--- src/logic/flash_host_pkg.sv ---
// package: constants and carrier types for the flash host controller
package flash_host_pkg;
  // command codes and unlock addresses
  localparam logic [7:0] unlock1_data = 8'haa;
  localparam logic [7:0] unlock2_data = 8'h55;
  localparam logic [7:0] read_reset_code = 8'hf0;
  localparam logic [7:0] auto_select_code = 8'h90;
  localparam logic [7:0] program_code = 8'ha0;
  localparam logic [19:0] byte_addr1 = 20'h0aaaa;
  localparam logic [19:0] byte_addr2 = 20'h00555;
  localparam logic [19:0] word_addr1 = 20'h05555;
  localparam logic [19:0] word_addr2 = 20'h02aaa;
  // status flag positions in the data read back
  localparam int polling_flag_bit = 7;
  localparam int toggle_flag_bit = 6;
  localparam int error_flag_bit = 5;
  localparam int erase_timer_flag_bit = 3;
  localparam int erase_toggle_flag_bit = 2;
  // auto-select offsets on address bits 1:0
  localparam logic [1:0] as_maker_off = 2'h0;
  localparam logic [1:0] as_device_off = 2'h1;
  localparam logic [1:0] as_protect_off = 2'h2;
  localparam int block_sel_lsb = 12;
  // bus strobe timing, reset settle and poll limit
  localparam int clk_ns = 10;
  localparam int strobe_ns = 50;
  localparam int strobe_cyc = (strobe_ns + clk_ns - 1) / clk_ns;
  localparam int settle_us = 10;
  localparam int settle_cyc = settle_us * 1000 / clk_ns;
  localparam int poll_limit = 4096;

  typedef enum logic [2:0] {
    op_read, op_reset, op_auto_select, op_program, op_status
  } op_t;

  typedef struct packed {
    op_t op;
    logic [19:0] addr;
    logic [15:0] data;
  } request_t;

  typedef struct packed {
    logic [15:0] data;
    logic error;
    logic timeout;
  } answer_t;

  typedef struct packed {
    logic ce_n;
    logic oe_n;
    logic we_n;
    logic [19:0] addr;
  } flash_pins_t;
endpackage

--- src/logic/flash_host.sv ---
// flash host controller: sends command sequences and polls status
`timescale 1ns/10ps
// Overview of operation
// - first unlock writes aah to aaaah byte or 5555h word
// - second unlock writes 55h to 555h byte or 2aaah word
// - after reset during erase, host waits 10 us before reading
// - auto-select is unlock pair then 90h to aaaah or 5555h
// - program is unlock pair, a0h to the command address, target
module flash_host (
  input wire logic mclk,
  input wire logic rstn,
  input wire logic byte_mode,
  input wire logic req_valid,
  input flash_host_pkg::request_t req,
  output logic req_ready,
  output logic ans_valid,
  output flash_host_pkg::answer_t ans,
  output flash_host_pkg::flash_pins_t pins,
  input wire logic [15:0] dq_in,
  output logic [15:0] dq_out,
  output logic dq_oe,
  output logic reset_unprotect_pin_n
);
  typedef enum logic [2:0] {
    s_idle, s_write, s_read, s_poll, s_settle, s_done
  } host_state_t;
  host_state_t state, next_state;
  flash_host_pkg::request_t cur, next_cur;
  logic [2:0] step, next_step;
  logic [15:0] last, next_last;
  logic [15:0] wait_cnt, next_wait_cnt;
  logic next_req_ready, next_ans_valid;
  flash_host_pkg::answer_t next_ans;
  logic cyc_start, next_cyc_start, cyc_write, next_cyc_write;
  logic [19:0] cyc_addr, next_cyc_addr;
  logic [15:0] cyc_wdata, next_cyc_wdata;
  logic cyc_done;
  logic [15:0] cyc_rdata;
  logic [19:0] a1, a2;
  logic toggling;

  flash_cycle u_cycle (
    .mclk(mclk),
    .rstn(rstn),
    .start(cyc_start),
    .write(cyc_write),
    .addr(cyc_addr),
    .wdata(cyc_wdata),
    .dq_in(dq_in),
    .done(cyc_done),
    .rdata(cyc_rdata),
    .pins(pins),
    .dq_out(dq_out),
    .dq_oe(dq_oe)
  );

  // ---------------------------------------------------------------
  // command sequence helpers
  // ---------------------------------------------------------------
  // unlock addresses depend on organisation
  assign a1 = byte_mode ? flash_host_pkg::byte_addr1
                        : flash_host_pkg::word_addr1;
  assign a2 = byte_mode ? flash_host_pkg::byte_addr2
                        : flash_host_pkg::word_addr2;
  // toggle flag differing between two reads means still busy
  assign toggling = (last[flash_host_pkg::toggle_flag_bit]
                     != cyc_rdata[flash_host_pkg::toggle_flag_bit]);

  // ---------------------------------------------------------------
  // main sequencer
  // ---------------------------------------------------------------
  always_comb begin
    next_state = state;
    next_cur = cur;
    next_step = step;
    next_last = last;
    next_wait_cnt = wait_cnt;
    next_req_ready = 1'b0;
    next_ans_valid = 1'b0;
    next_ans = ans;
    next_cyc_start = 1'b0;
    next_cyc_write = cyc_write;
    next_cyc_addr = cyc_addr;
    next_cyc_wdata = cyc_wdata;
    unique case (state)
      s_idle: begin
        next_req_ready = 1'b1;
        if (req_valid && req_ready) begin
          next_req_ready = 1'b0;
          next_cur = req;
          next_step = 3'd0;
          next_ans = '0;
          if (req.op == flash_host_pkg::op_read ||
              req.op == flash_host_pkg::op_status) begin
            next_cyc_write = 1'b0;
            next_cyc_addr = req.addr;
            next_cyc_start = 1'b1;
            next_state = s_read;
          end else begin
            next_state = s_write;
            next_cyc_start = 1'b1;
            next_cyc_write = 1'b1;
            // first unlock opens every command sequence
            next_cyc_addr = a1;
            next_cyc_wdata = {8'h00, flash_host_pkg::unlock1_data};
          end
        end
      end
      s_write: begin
        if (cyc_done) begin
          next_step = step + 3'd1;
          next_cyc_start = 1'b1;
          unique case (step)
            3'd0: begin
              // second unlock follows the first directly
              next_cyc_addr = a2;
              next_cyc_wdata = {8'h00, flash_host_pkg::unlock2_data};
            end
            3'd1: begin
              next_cyc_addr = a1;
              unique case (cur.op)
                flash_host_pkg::op_reset:
                  // unlocked read/reset returns to array read
                  next_cyc_wdata = {8'h00, flash_host_pkg::read_reset_code};
                flash_host_pkg::op_auto_select:
                  next_cyc_wdata = {8'h00, flash_host_pkg::auto_select_code};
                default:
                  next_cyc_wdata = {8'h00, flash_host_pkg::program_code};
              endcase
            end
            3'd2: begin
              if (cur.op == flash_host_pkg::op_program) begin
                // target write; device latches address then data
                next_cyc_addr = cur.addr;
                next_cyc_wdata = cur.data;
              end else if (cur.op == flash_host_pkg::op_reset) begin
                // reads may be stale while an erase winds down
                next_cyc_start = 1'b0;
                next_wait_cnt = 16'(flash_host_pkg::settle_cyc);
                next_state = s_settle;
              end else begin
                next_cyc_start = 1'b0;
                next_state = s_done;
              end
            end
            default: begin
              // program launched: poll status until steady
              next_cyc_write = 1'b0;
              next_cyc_addr = cur.addr;
              next_wait_cnt = 16'h0000;
              next_state = s_poll;
            end
          endcase
        end
      end
      s_poll: begin
        if (cyc_done) begin
          next_last = cyc_rdata;
          next_wait_cnt = wait_cnt + 16'h0001;
          if (wait_cnt != 16'h0000 && !toggling) begin
            // toggling stopped, so the operation ended well
            next_ans.data = cyc_rdata;
            next_ans.error = 1'b0;
            next_state = s_done;
          end else if (wait_cnt != 16'h0000 && ans.error) begin
            // still toggling one read after the error flag: failed
            next_ans.data = cyc_rdata;
            next_state = s_done;
          end else if (wait_cnt != 16'h0000 &&
                       cyc_rdata[flash_host_pkg::error_flag_bit]) begin
            // error flag seen while busy: one more read decides
            next_ans.error = 1'b1;
            next_cyc_start = 1'b1;
          end else if (wait_cnt == 16'(flash_host_pkg::poll_limit)) begin
            next_ans.timeout = 1'b1;
            next_state = s_done;
          end else begin
            next_cyc_start = 1'b1;
          end
        end
      end
      s_settle: begin
        if (wait_cnt != 16'h0000) begin
          next_wait_cnt = wait_cnt - 16'h0001;
        end else begin
          next_state = s_done;
        end
      end
      s_read: begin
        if (cyc_done) begin
          next_ans.data = cyc_rdata;
          // an unexpected one over a zero would report through the flag
          next_ans.error = cur.op == flash_host_pkg::op_status &&
                           cyc_rdata[flash_host_pkg::error_flag_bit];
          next_state = s_done;
        end
      end
      s_done: begin
        next_ans_valid = 1'b1;
        next_state = s_idle;
      end
      default: next_state = s_idle;
    endcase
  end

  always_ff @(posedge mclk or negedge rstn) begin
    if (!rstn) begin
      state <= s_idle;
      cur <= '0;
      step <= 3'd0;
      last <= 16'h0000;
      wait_cnt <= 16'h0000;
      req_ready <= 1'b0;
      ans_valid <= 1'b0;
      ans <= '0;
      cyc_start <= 1'b0;
      cyc_write <= 1'b0;
      cyc_addr <= 20'h00000;
      cyc_wdata <= 16'h0000;
      reset_unprotect_pin_n <= 1'b0;
    end else begin
      state <= next_state;
      cur <= next_cur;
      step <= next_step;
      last <= next_last;
      wait_cnt <= next_wait_cnt;
      req_ready <= next_req_ready;
      ans_valid <= next_ans_valid;
      ans <= next_ans;
      cyc_start <= next_cyc_start;
      cyc_write <= next_cyc_write;
      cyc_addr <= next_cyc_addr;
      cyc_wdata <= next_cyc_wdata;
      // device held in reset while the controller is, then released
      reset_unprotect_pin_n <= 1'b1;
    end
  end
endmodule

--- src/logic/flash_cycle.sv ---
// single bus cycle engine: one write or read strobe on the flash pins
`timescale 1ns/10ps
module flash_cycle (
  input wire logic mclk,
  input wire logic rstn,
  input wire logic start,
  input wire logic write,
  input wire logic [19:0] addr,
  input wire logic [15:0] wdata,
  input wire logic [15:0] dq_in,
  output logic done,
  output logic [15:0] rdata,
  output flash_host_pkg::flash_pins_t pins,
  output logic [15:0] dq_out,
  output logic dq_oe
);
  typedef enum logic [1:0] {idle, setup, strobe, hold} cyc_state_t;
  cyc_state_t state, next_state;
  logic [7:0] cnt, next_cnt;
  logic next_done;
  logic [15:0] next_rdata, next_dq_out;
  logic next_dq_oe;
  flash_host_pkg::flash_pins_t next_pins;
  logic [15:0] sync1, sync2, sync3;

  // ---------------------------------------------------------------
  // read data synchroniser
  // ---------------------------------------------------------------
  always_ff @(posedge mclk or negedge rstn) begin
    if (!rstn) begin
      sync1 <= 16'h0000;
      sync2 <= 16'h0000;
      sync3 <= 16'h0000;
    end else begin
      sync1 <= dq_in;
      sync2 <= sync1;
      sync3 <= sync2;
    end
  end

  // ---------------------------------------------------------------
  // strobe sequencing
  // ---------------------------------------------------------------
  always_comb begin
    next_state = state;
    next_cnt = cnt;
    next_done = 1'b0;
    next_rdata = rdata;
    next_pins = pins;
    next_dq_out = dq_out;
    next_dq_oe = dq_oe;
    unique case (state)
      idle: begin
        if (start) begin
          // address settles before the strobe falls
          next_pins.addr = addr;
          next_pins.ce_n = 1'b0;
          next_dq_out = wdata;
          next_dq_oe = write;
          next_cnt = 8'(flash_host_pkg::strobe_cyc);
          next_state = setup;
        end
      end
      setup: begin
        next_pins.we_n = !write;
        next_pins.oe_n = write;
        next_state = strobe;
      end
      strobe: begin
        if (cnt != 8'h00) begin
          next_cnt = cnt - 8'h01;
        end else begin
          next_pins.we_n = 1'b1;
          next_pins.oe_n = 1'b1;
          next_state = hold;
        end
      end
      hold: begin
        // sync3 lags the pins by three edges, the strobe window covers it
        if (sync2 == sync3 && !write) begin
          next_rdata = sync3;
        end
        next_pins.ce_n = 1'b1;
        next_dq_oe = 1'b0;
        next_done = 1'b1;
        next_state = idle;
      end
    endcase
  end

  always_ff @(posedge mclk or negedge rstn) begin
    if (!rstn) begin
      state <= idle;
      cnt <= 8'h00;
      done <= 1'b0;
      rdata <= 16'h0000;
      pins <= '{ce_n: 1'b1, oe_n: 1'b1, we_n: 1'b1, addr: 20'h00000};
      dq_out <= 16'h0000;
      dq_oe <= 1'b0;
    end else begin
      state <= next_state;
      cnt <= next_cnt;
      done <= next_done;
      rdata <= next_rdata;
      pins <= next_pins;
      dq_out <= next_dq_out;
      dq_oe <= next_dq_oe;
    end
  end
endmodule

--- config.mk ---
export PLATFORM = sky130hd
export DESIGN_NAME = flash_host
export DESIGN_NICKNAME = d
export VERILOG_FILES = /design/src/logic/flash_host_pkg.sv /design/src/logic/flash_host.sv /design/src/logic/flash_cycle.sv
export SDC_FILE = /design/constraint.sdc
export NUM_CORES = 1
export LEC_CHECK = 0
export ABC_AREA = 1
export BUFFER_PORTS_ARGS = -buffer_cell sky130_fd_sc_hd__buf_2
export CAP_MARGIN = 10
export CORE_MARGIN = 1
export CORE_UTILIZATION = 40
export DETAILED_ROUTE_END_ITERATION = 8
export GPL_ROUTABILITY_DRIVEN = 0
export PLACE_DENSITY = 0.63
export SYNTH_ARGS = -nofsm -noshare
export SYNTH_HDL_FRONTEND = slang
export SYNTH_HIERARCHICAL = 1
export SYNTH_SLANG_ARGS = --single-unit
--- constraint.sdc ---
create_clock -name mclk -period 3 [get_ports mclk]
set_clock_uncertainty 0.1 [all_clocks]
set_input_delay 0.6 -clock mclk [delete_from_list [all_inputs] [get_ports mclk]]
set_output_delay 0.6 -clock mclk [all_outputs]
set_load 0.01 [all_outputs]
; Word-level counts from Yosys, hierarchy flattened
; Index checks and enable logic that the tools add are counted.
[totals]
word_cells = 199
reg_bits = 242
output_inout_bits = 61
in_bits = 59
[op_classes]
n_eq_ne = 43
n_reduce_logical = 41
muxes = 81
n_addsub = 4
[op_table]
columns = op, n
row1 = 16-bit 2-to-1 mux, 11
row2 = 16-bit one-hot mux with 3 select lines, 2
row3 = 20-bit 2-to-1 mux, 4
row4 = 16-bit one-hot mux with 2 select lines, 2
row5 = 20-bit one-hot mux with 3 select lines, 1
row6 = 17-bit one-hot mux with 3 select lines, 1
row7 = 20-bit one-hot mux with 2 select lines, 1
row8 = 18-bit 2-to-1 mux, 2
row9 = 3-bit 2-to-1 mux, 12
row10 = 17-bit 2-to-1 mux, 2
row11 = 1-bit 2-to-1 mux, 24
row12 = "2-bit inequality test, second input constant", 12
row13 = "3-bit inequality test, second input constant", 6
row14 = "16-bit by 1-bit adder with 16-bit output, second input constant", 1
row15 = "16-bit by 13-bit == test with 1-bit output, second input constant", 1
row16 = 16-bit == test, 1
row17 = 8-bit 2-to-1 mux, 2
row18 = 8-bit one-hot mux with 2 select lines, 1
row19 = 16-bit nonzero test, 1
row20 = "16-bit by 1-bit subtractor with 16-bit output, second input constant", 1
row21 = "3-bit by 2-bit == test with 1-bit output, second input constant", 5
row22 = 3-bit one-hot mux with 5 select lines, 1
row23 = 14-bit 2-to-1 mux, 1
row24 = 7-bit one-hot mux with 2 select lines, 1
row25 = other kinds (33), 73

; Logic depth before layout (Yosys ltp)
[depth]
depth_word = 7
depth_mapped = 16
mapped_depth_nobuf = 15

; Cells and area by module
; The synthesis kept the hierarchy.
[by_module_without_submodules]
columns = mod, area_each_um2, seq_area_each_um2, cells_per_inst, n_inst
row1 = flash_host, 6257.3, 3027.9, 825, 1
row2 = flash_cycle, 4390.5, 2881.5, 451, 1

; Worst setup path before layout
; Ideal clock, no wire load.
[synth_path]
path_type = reg2reg
from = reg, netlist name state[0]
to = reg wait_cnt[10]
required_time_ps = 2783
synth_period_minus_slack_ps = 2093
t_arrival_ps = 1876
setup_time_ps = 117
slack_ps = 907
n_path_buf = 1
stages_incl_launch_ff = 17
cell_sequence = dfrtp_1 nor2_2 nand2_2 buf_6 nand2_1 nand2_1 inv_1 ha_1 inv_1 nand2_1 nand4_1 o21ai_1 nand2_1 nand2_1 nand2_1 nand3_1 nand2_1
[synth_lines]
columns = item, line
row1 = "end signal, assigned", flash_host.sv:226  ; wait_cnt <= next_wait_cnt;
row2 = "end, declared", flash_host.sv:31  ; logic [15:0] wait_cnt, next_wait_cnt;

==> results by group <==
Outcome
  – Status: finished, final reports clean

Clocking
  – Clock sinks: 236
  – Worst-Skew Late Latency: 520 ps
  – TritonCTS Buffers: 26
  – CTS clk-pin slew, worst paths: 60 ps
  – CTS tree: built
  – H-tree levels: 1
  – Max clock buf depth: 3
  – Clock Root Buffer: clkbuf_16

Timing
  – Final hold violations: 0
  – Final setup fails: 0
  – FMAX: 387.6 MHz
  – Final min period: 2580 ps
  – RSZ-0062 raised after global routing: no
  – Rel. slew slack: 0.5903
  – TNS Setup: 0 ps
  – Fin. max-slew vios: 0
  – Crit share post-route: 0.8599
  – Worst slew pin tran: 614.5 ps

Logic synthesis
  – Syn. warnings: 6
  – Avg Inst Size Synth: 8.345 sq um
  – Post-synth EDFFs: 0
  – Fraction of registers with async set/reset: 1.000
  – Synthesized flop and latch total: 236
  – Distinct cells, synth: 48
  – Top_reg_cell synth: dfrtp_1
  – Synth Instances: 1,276
  – Syn_nets: 1,347
  – Sequential fraction of the synthesis area: 0.5550
  – Mapped Area: 10,650 sq um

Die
  – Die height: 165.2 um
  – Initial core utilization: 0.4086
  – Die area: 27,280 sq um
  – CORE AREA: 26,060 sq um
  – # IOs: 120
  – Core Rows: 59
  – Die Width: 165.2 um

Global routing
  – Met2 usage: 0.3045
  – Largest net degree at the start of global routing: 80
  – Initial antenna violation count: 0
  – GR Util met3: 0.03122
  – Number of global-route vias before repair: 8,321
  – Gr ovfl total: 0
  – Busiest grt layer: met2
  – Tot GR Track Use: 0.1886
  – First-pass GRT wire length: 41,410 um
  – Global Route met1 Usage: 0.2651

Placement
  – Final HPWL DP: 17,630 um
  – PortBufs: 119
  – Cells after DPL: 1,712
  – Cell Area, Placed: 11,650 sq um

Critical path
  – Slowest CP cell: inv_1
  – Max incr delay on CP: 470 ps
  – WS Path Type: reg2reg
  – CP bufs+invs: 3
  – Element type at the critical path start: register
  – Cells along the critical path: nor2_2 -> nand2_2 -> inv_1 -> ha_1 -> nand3_1 -> inv_1 -> nand3_1 -> nand2_1 -> inv_1 -> nand3_1 -> nand3_1 -> nand2_1
  – Crit end category: register
  – Worst path arrival time: 2890 ps
  – Delay-heaviest family, CP: simple AND/OR/NAND/NOR gates
  – Critical path fanouts, max: 17
  – Critical Path RT: 3310 ps
  – Most used cell, CP: nand3_1

Drt
  – DR DRC count: 0
  – DRT iter0 DRCs: 637
  – Pre-Repair DR Iteration Count: 5
  – Via count: 8,707
  – DR WL/cell: 14.39 um
  – Vias per cell: 4.950
  – Drt total wl: 25,300 um
  – Antenna viol nets, final: 0

Flow run
  – Max Cap Violations: 0

Final layout
  – Fill cells: 2,534
  – Commonest non-fill, non-tap cell in the layout: nand2_1
  – Register area: 5909 sq um
  – Share of cells above drive strength 1: 0.1601
  – Commonest cells after routing, fill and taps aside: nand2_1, dfrtp_1, buf_2, inv_1
  – Nets: 1,477
  – Final instance area: 12,530 sq um
  – Synth-to-Final Area Change: 17.64%
  – Post-route insts no fill: 1,759
  – Area of the multi-input gates: 4108 sq um
  – Ant diodes: 0

Power and ir drop
  – Worst vdd ir: 0.0005158 V
  – Power Dens Cells: 931.5 nW/um^2
  – Leak: 0.006668 uW

Hold path
  – HP Class: in2reg
[cells in the mapped netlist (all sizes together), types with 2 or more instances]
cell type	count	share of area
inv	109	0.038
and2	2	0.0012
buf	25	0.014
or2	2	0.0012
clkbuf	17	0.0060
o2111ai	3	0.0025
nor3	8	0.0063
dfstp	3	0.0074
o21bai	2	0.0018
dfrtp	233	0.55
o211ai	3	0.0021
ha	12	0.014
nand4	23	0.014
clkinv	3	0.0011
a31oi	22	0.013
xnor2	3	0.0025
nand3	59	0.029
xor2	14	0.012
o31ai	5	0.0035
nor2	89	0.037
a21oi	37	0.018
nand2	502	0.18
o21ai	91	0.043
[cell type report]
class / instances / share of cell area
Clock buffer: 37 / 0.06253
Clock inverter: 9 / 0.006193
Inverter: 112 / 0.03356
Multi-Input combinational cell: 886 / 0.3279
Sequential cell: 236 / 0.4718
Tap cell: 335 / 0.03346
Timing Repair Buffer: 144 / 0.06453
[state kept, by name (all words and copies together) (netlist names), 2 cells and up]
register        count
cur                39
u_cycle/pins       23
cyc_addr           20
ans                18
cyc_wdata          16
u_cycle/dq_out     16
u_cycle/rdata      16
u_cycle/sync1      16
u_cycle/sync2      16
u_cycle/sync3      16
wait_cnt           16
u_cycle/cnt         8
state               3
step                3
u_cycle/state       2
[path summary, 6_finish.rpt]
path | start | end | slack, ps | cells past startpoint
worst max-delay path | state[0] | wait_cnt[15] | 420 | 12
worst min-delay path | dq_in[6] | u_cycle/sync1[6] | 80 | 1
worst max register to register | state[0] | wait_cnt[15] | 420 | 12
worst min register to register | u_cycle/sync1[10] | u_cycle/sync2[10] | 250 | 0
max in group asynchronous | rstn | u_cycle/sync2[8] | 1410 | 3
min in group asynchronous | rstn | u_cycle/pins[5] | 560 | 2
[timing repair]
action | CTS | global route
setup buffers | 0 | 0
endpoints found under the hold margin | 41 | 0
resized for setup | 0 | 0
hold buffers | 1 | 0
[report_power, final]
| part | internal (uW) | switching, uW |
|---|---|---|
| combinational | 1280 | 2630 |
| clock | 1890 | 1250 |
| sequential | 4060 | 564 |
| total | 7230 | 4440 |
[stage by stage]
| stage | total power, uW | hold WS [ps] | util | worst slack (ps) |
|---|---|---|---|---|
| finish | 11670 | 81.98 | 0.4807 | 420.3 |
| global route | 12540 | 63.28 | 0.4807 | 142.6 |
| CTS | 11770 | 64.90 | 0.4807 | 438.2 |
| detailed placement | 8557 | 234.7 | 0.4473 | 442.3 |
| global placement | 8492 | 231.6 | 0.4473 | 531.2 |
| floorplan | 7324 | 204.4 | - | 907.1 |
[layer usage]
metal  up-vias  share of wire  wire length (um)
met4         0          0.015               385
met2       198           0.46             11650
met5         -              0                 0
li1       4336              -                 -
met1      4133           0.47             12000
met3        40          0.050              1264
[cell families (layout without fill, tap and decap cells)]
group	after synthesis	count (layout)	share of synthesized area
AO/OA/AOI/OAI	169	169	0.08884
XOR/XNOR	17	17	0.01398
adder cells (fa/ha/maj)	12	12	0.01410
buffers and inverters	154	302	0.05969
flip-flops	236	236	0.5550
other	1	1	0.0003522
AND/OR/NAND/NOR	687	687	0.2680
(Power assumes the default switching activity.)
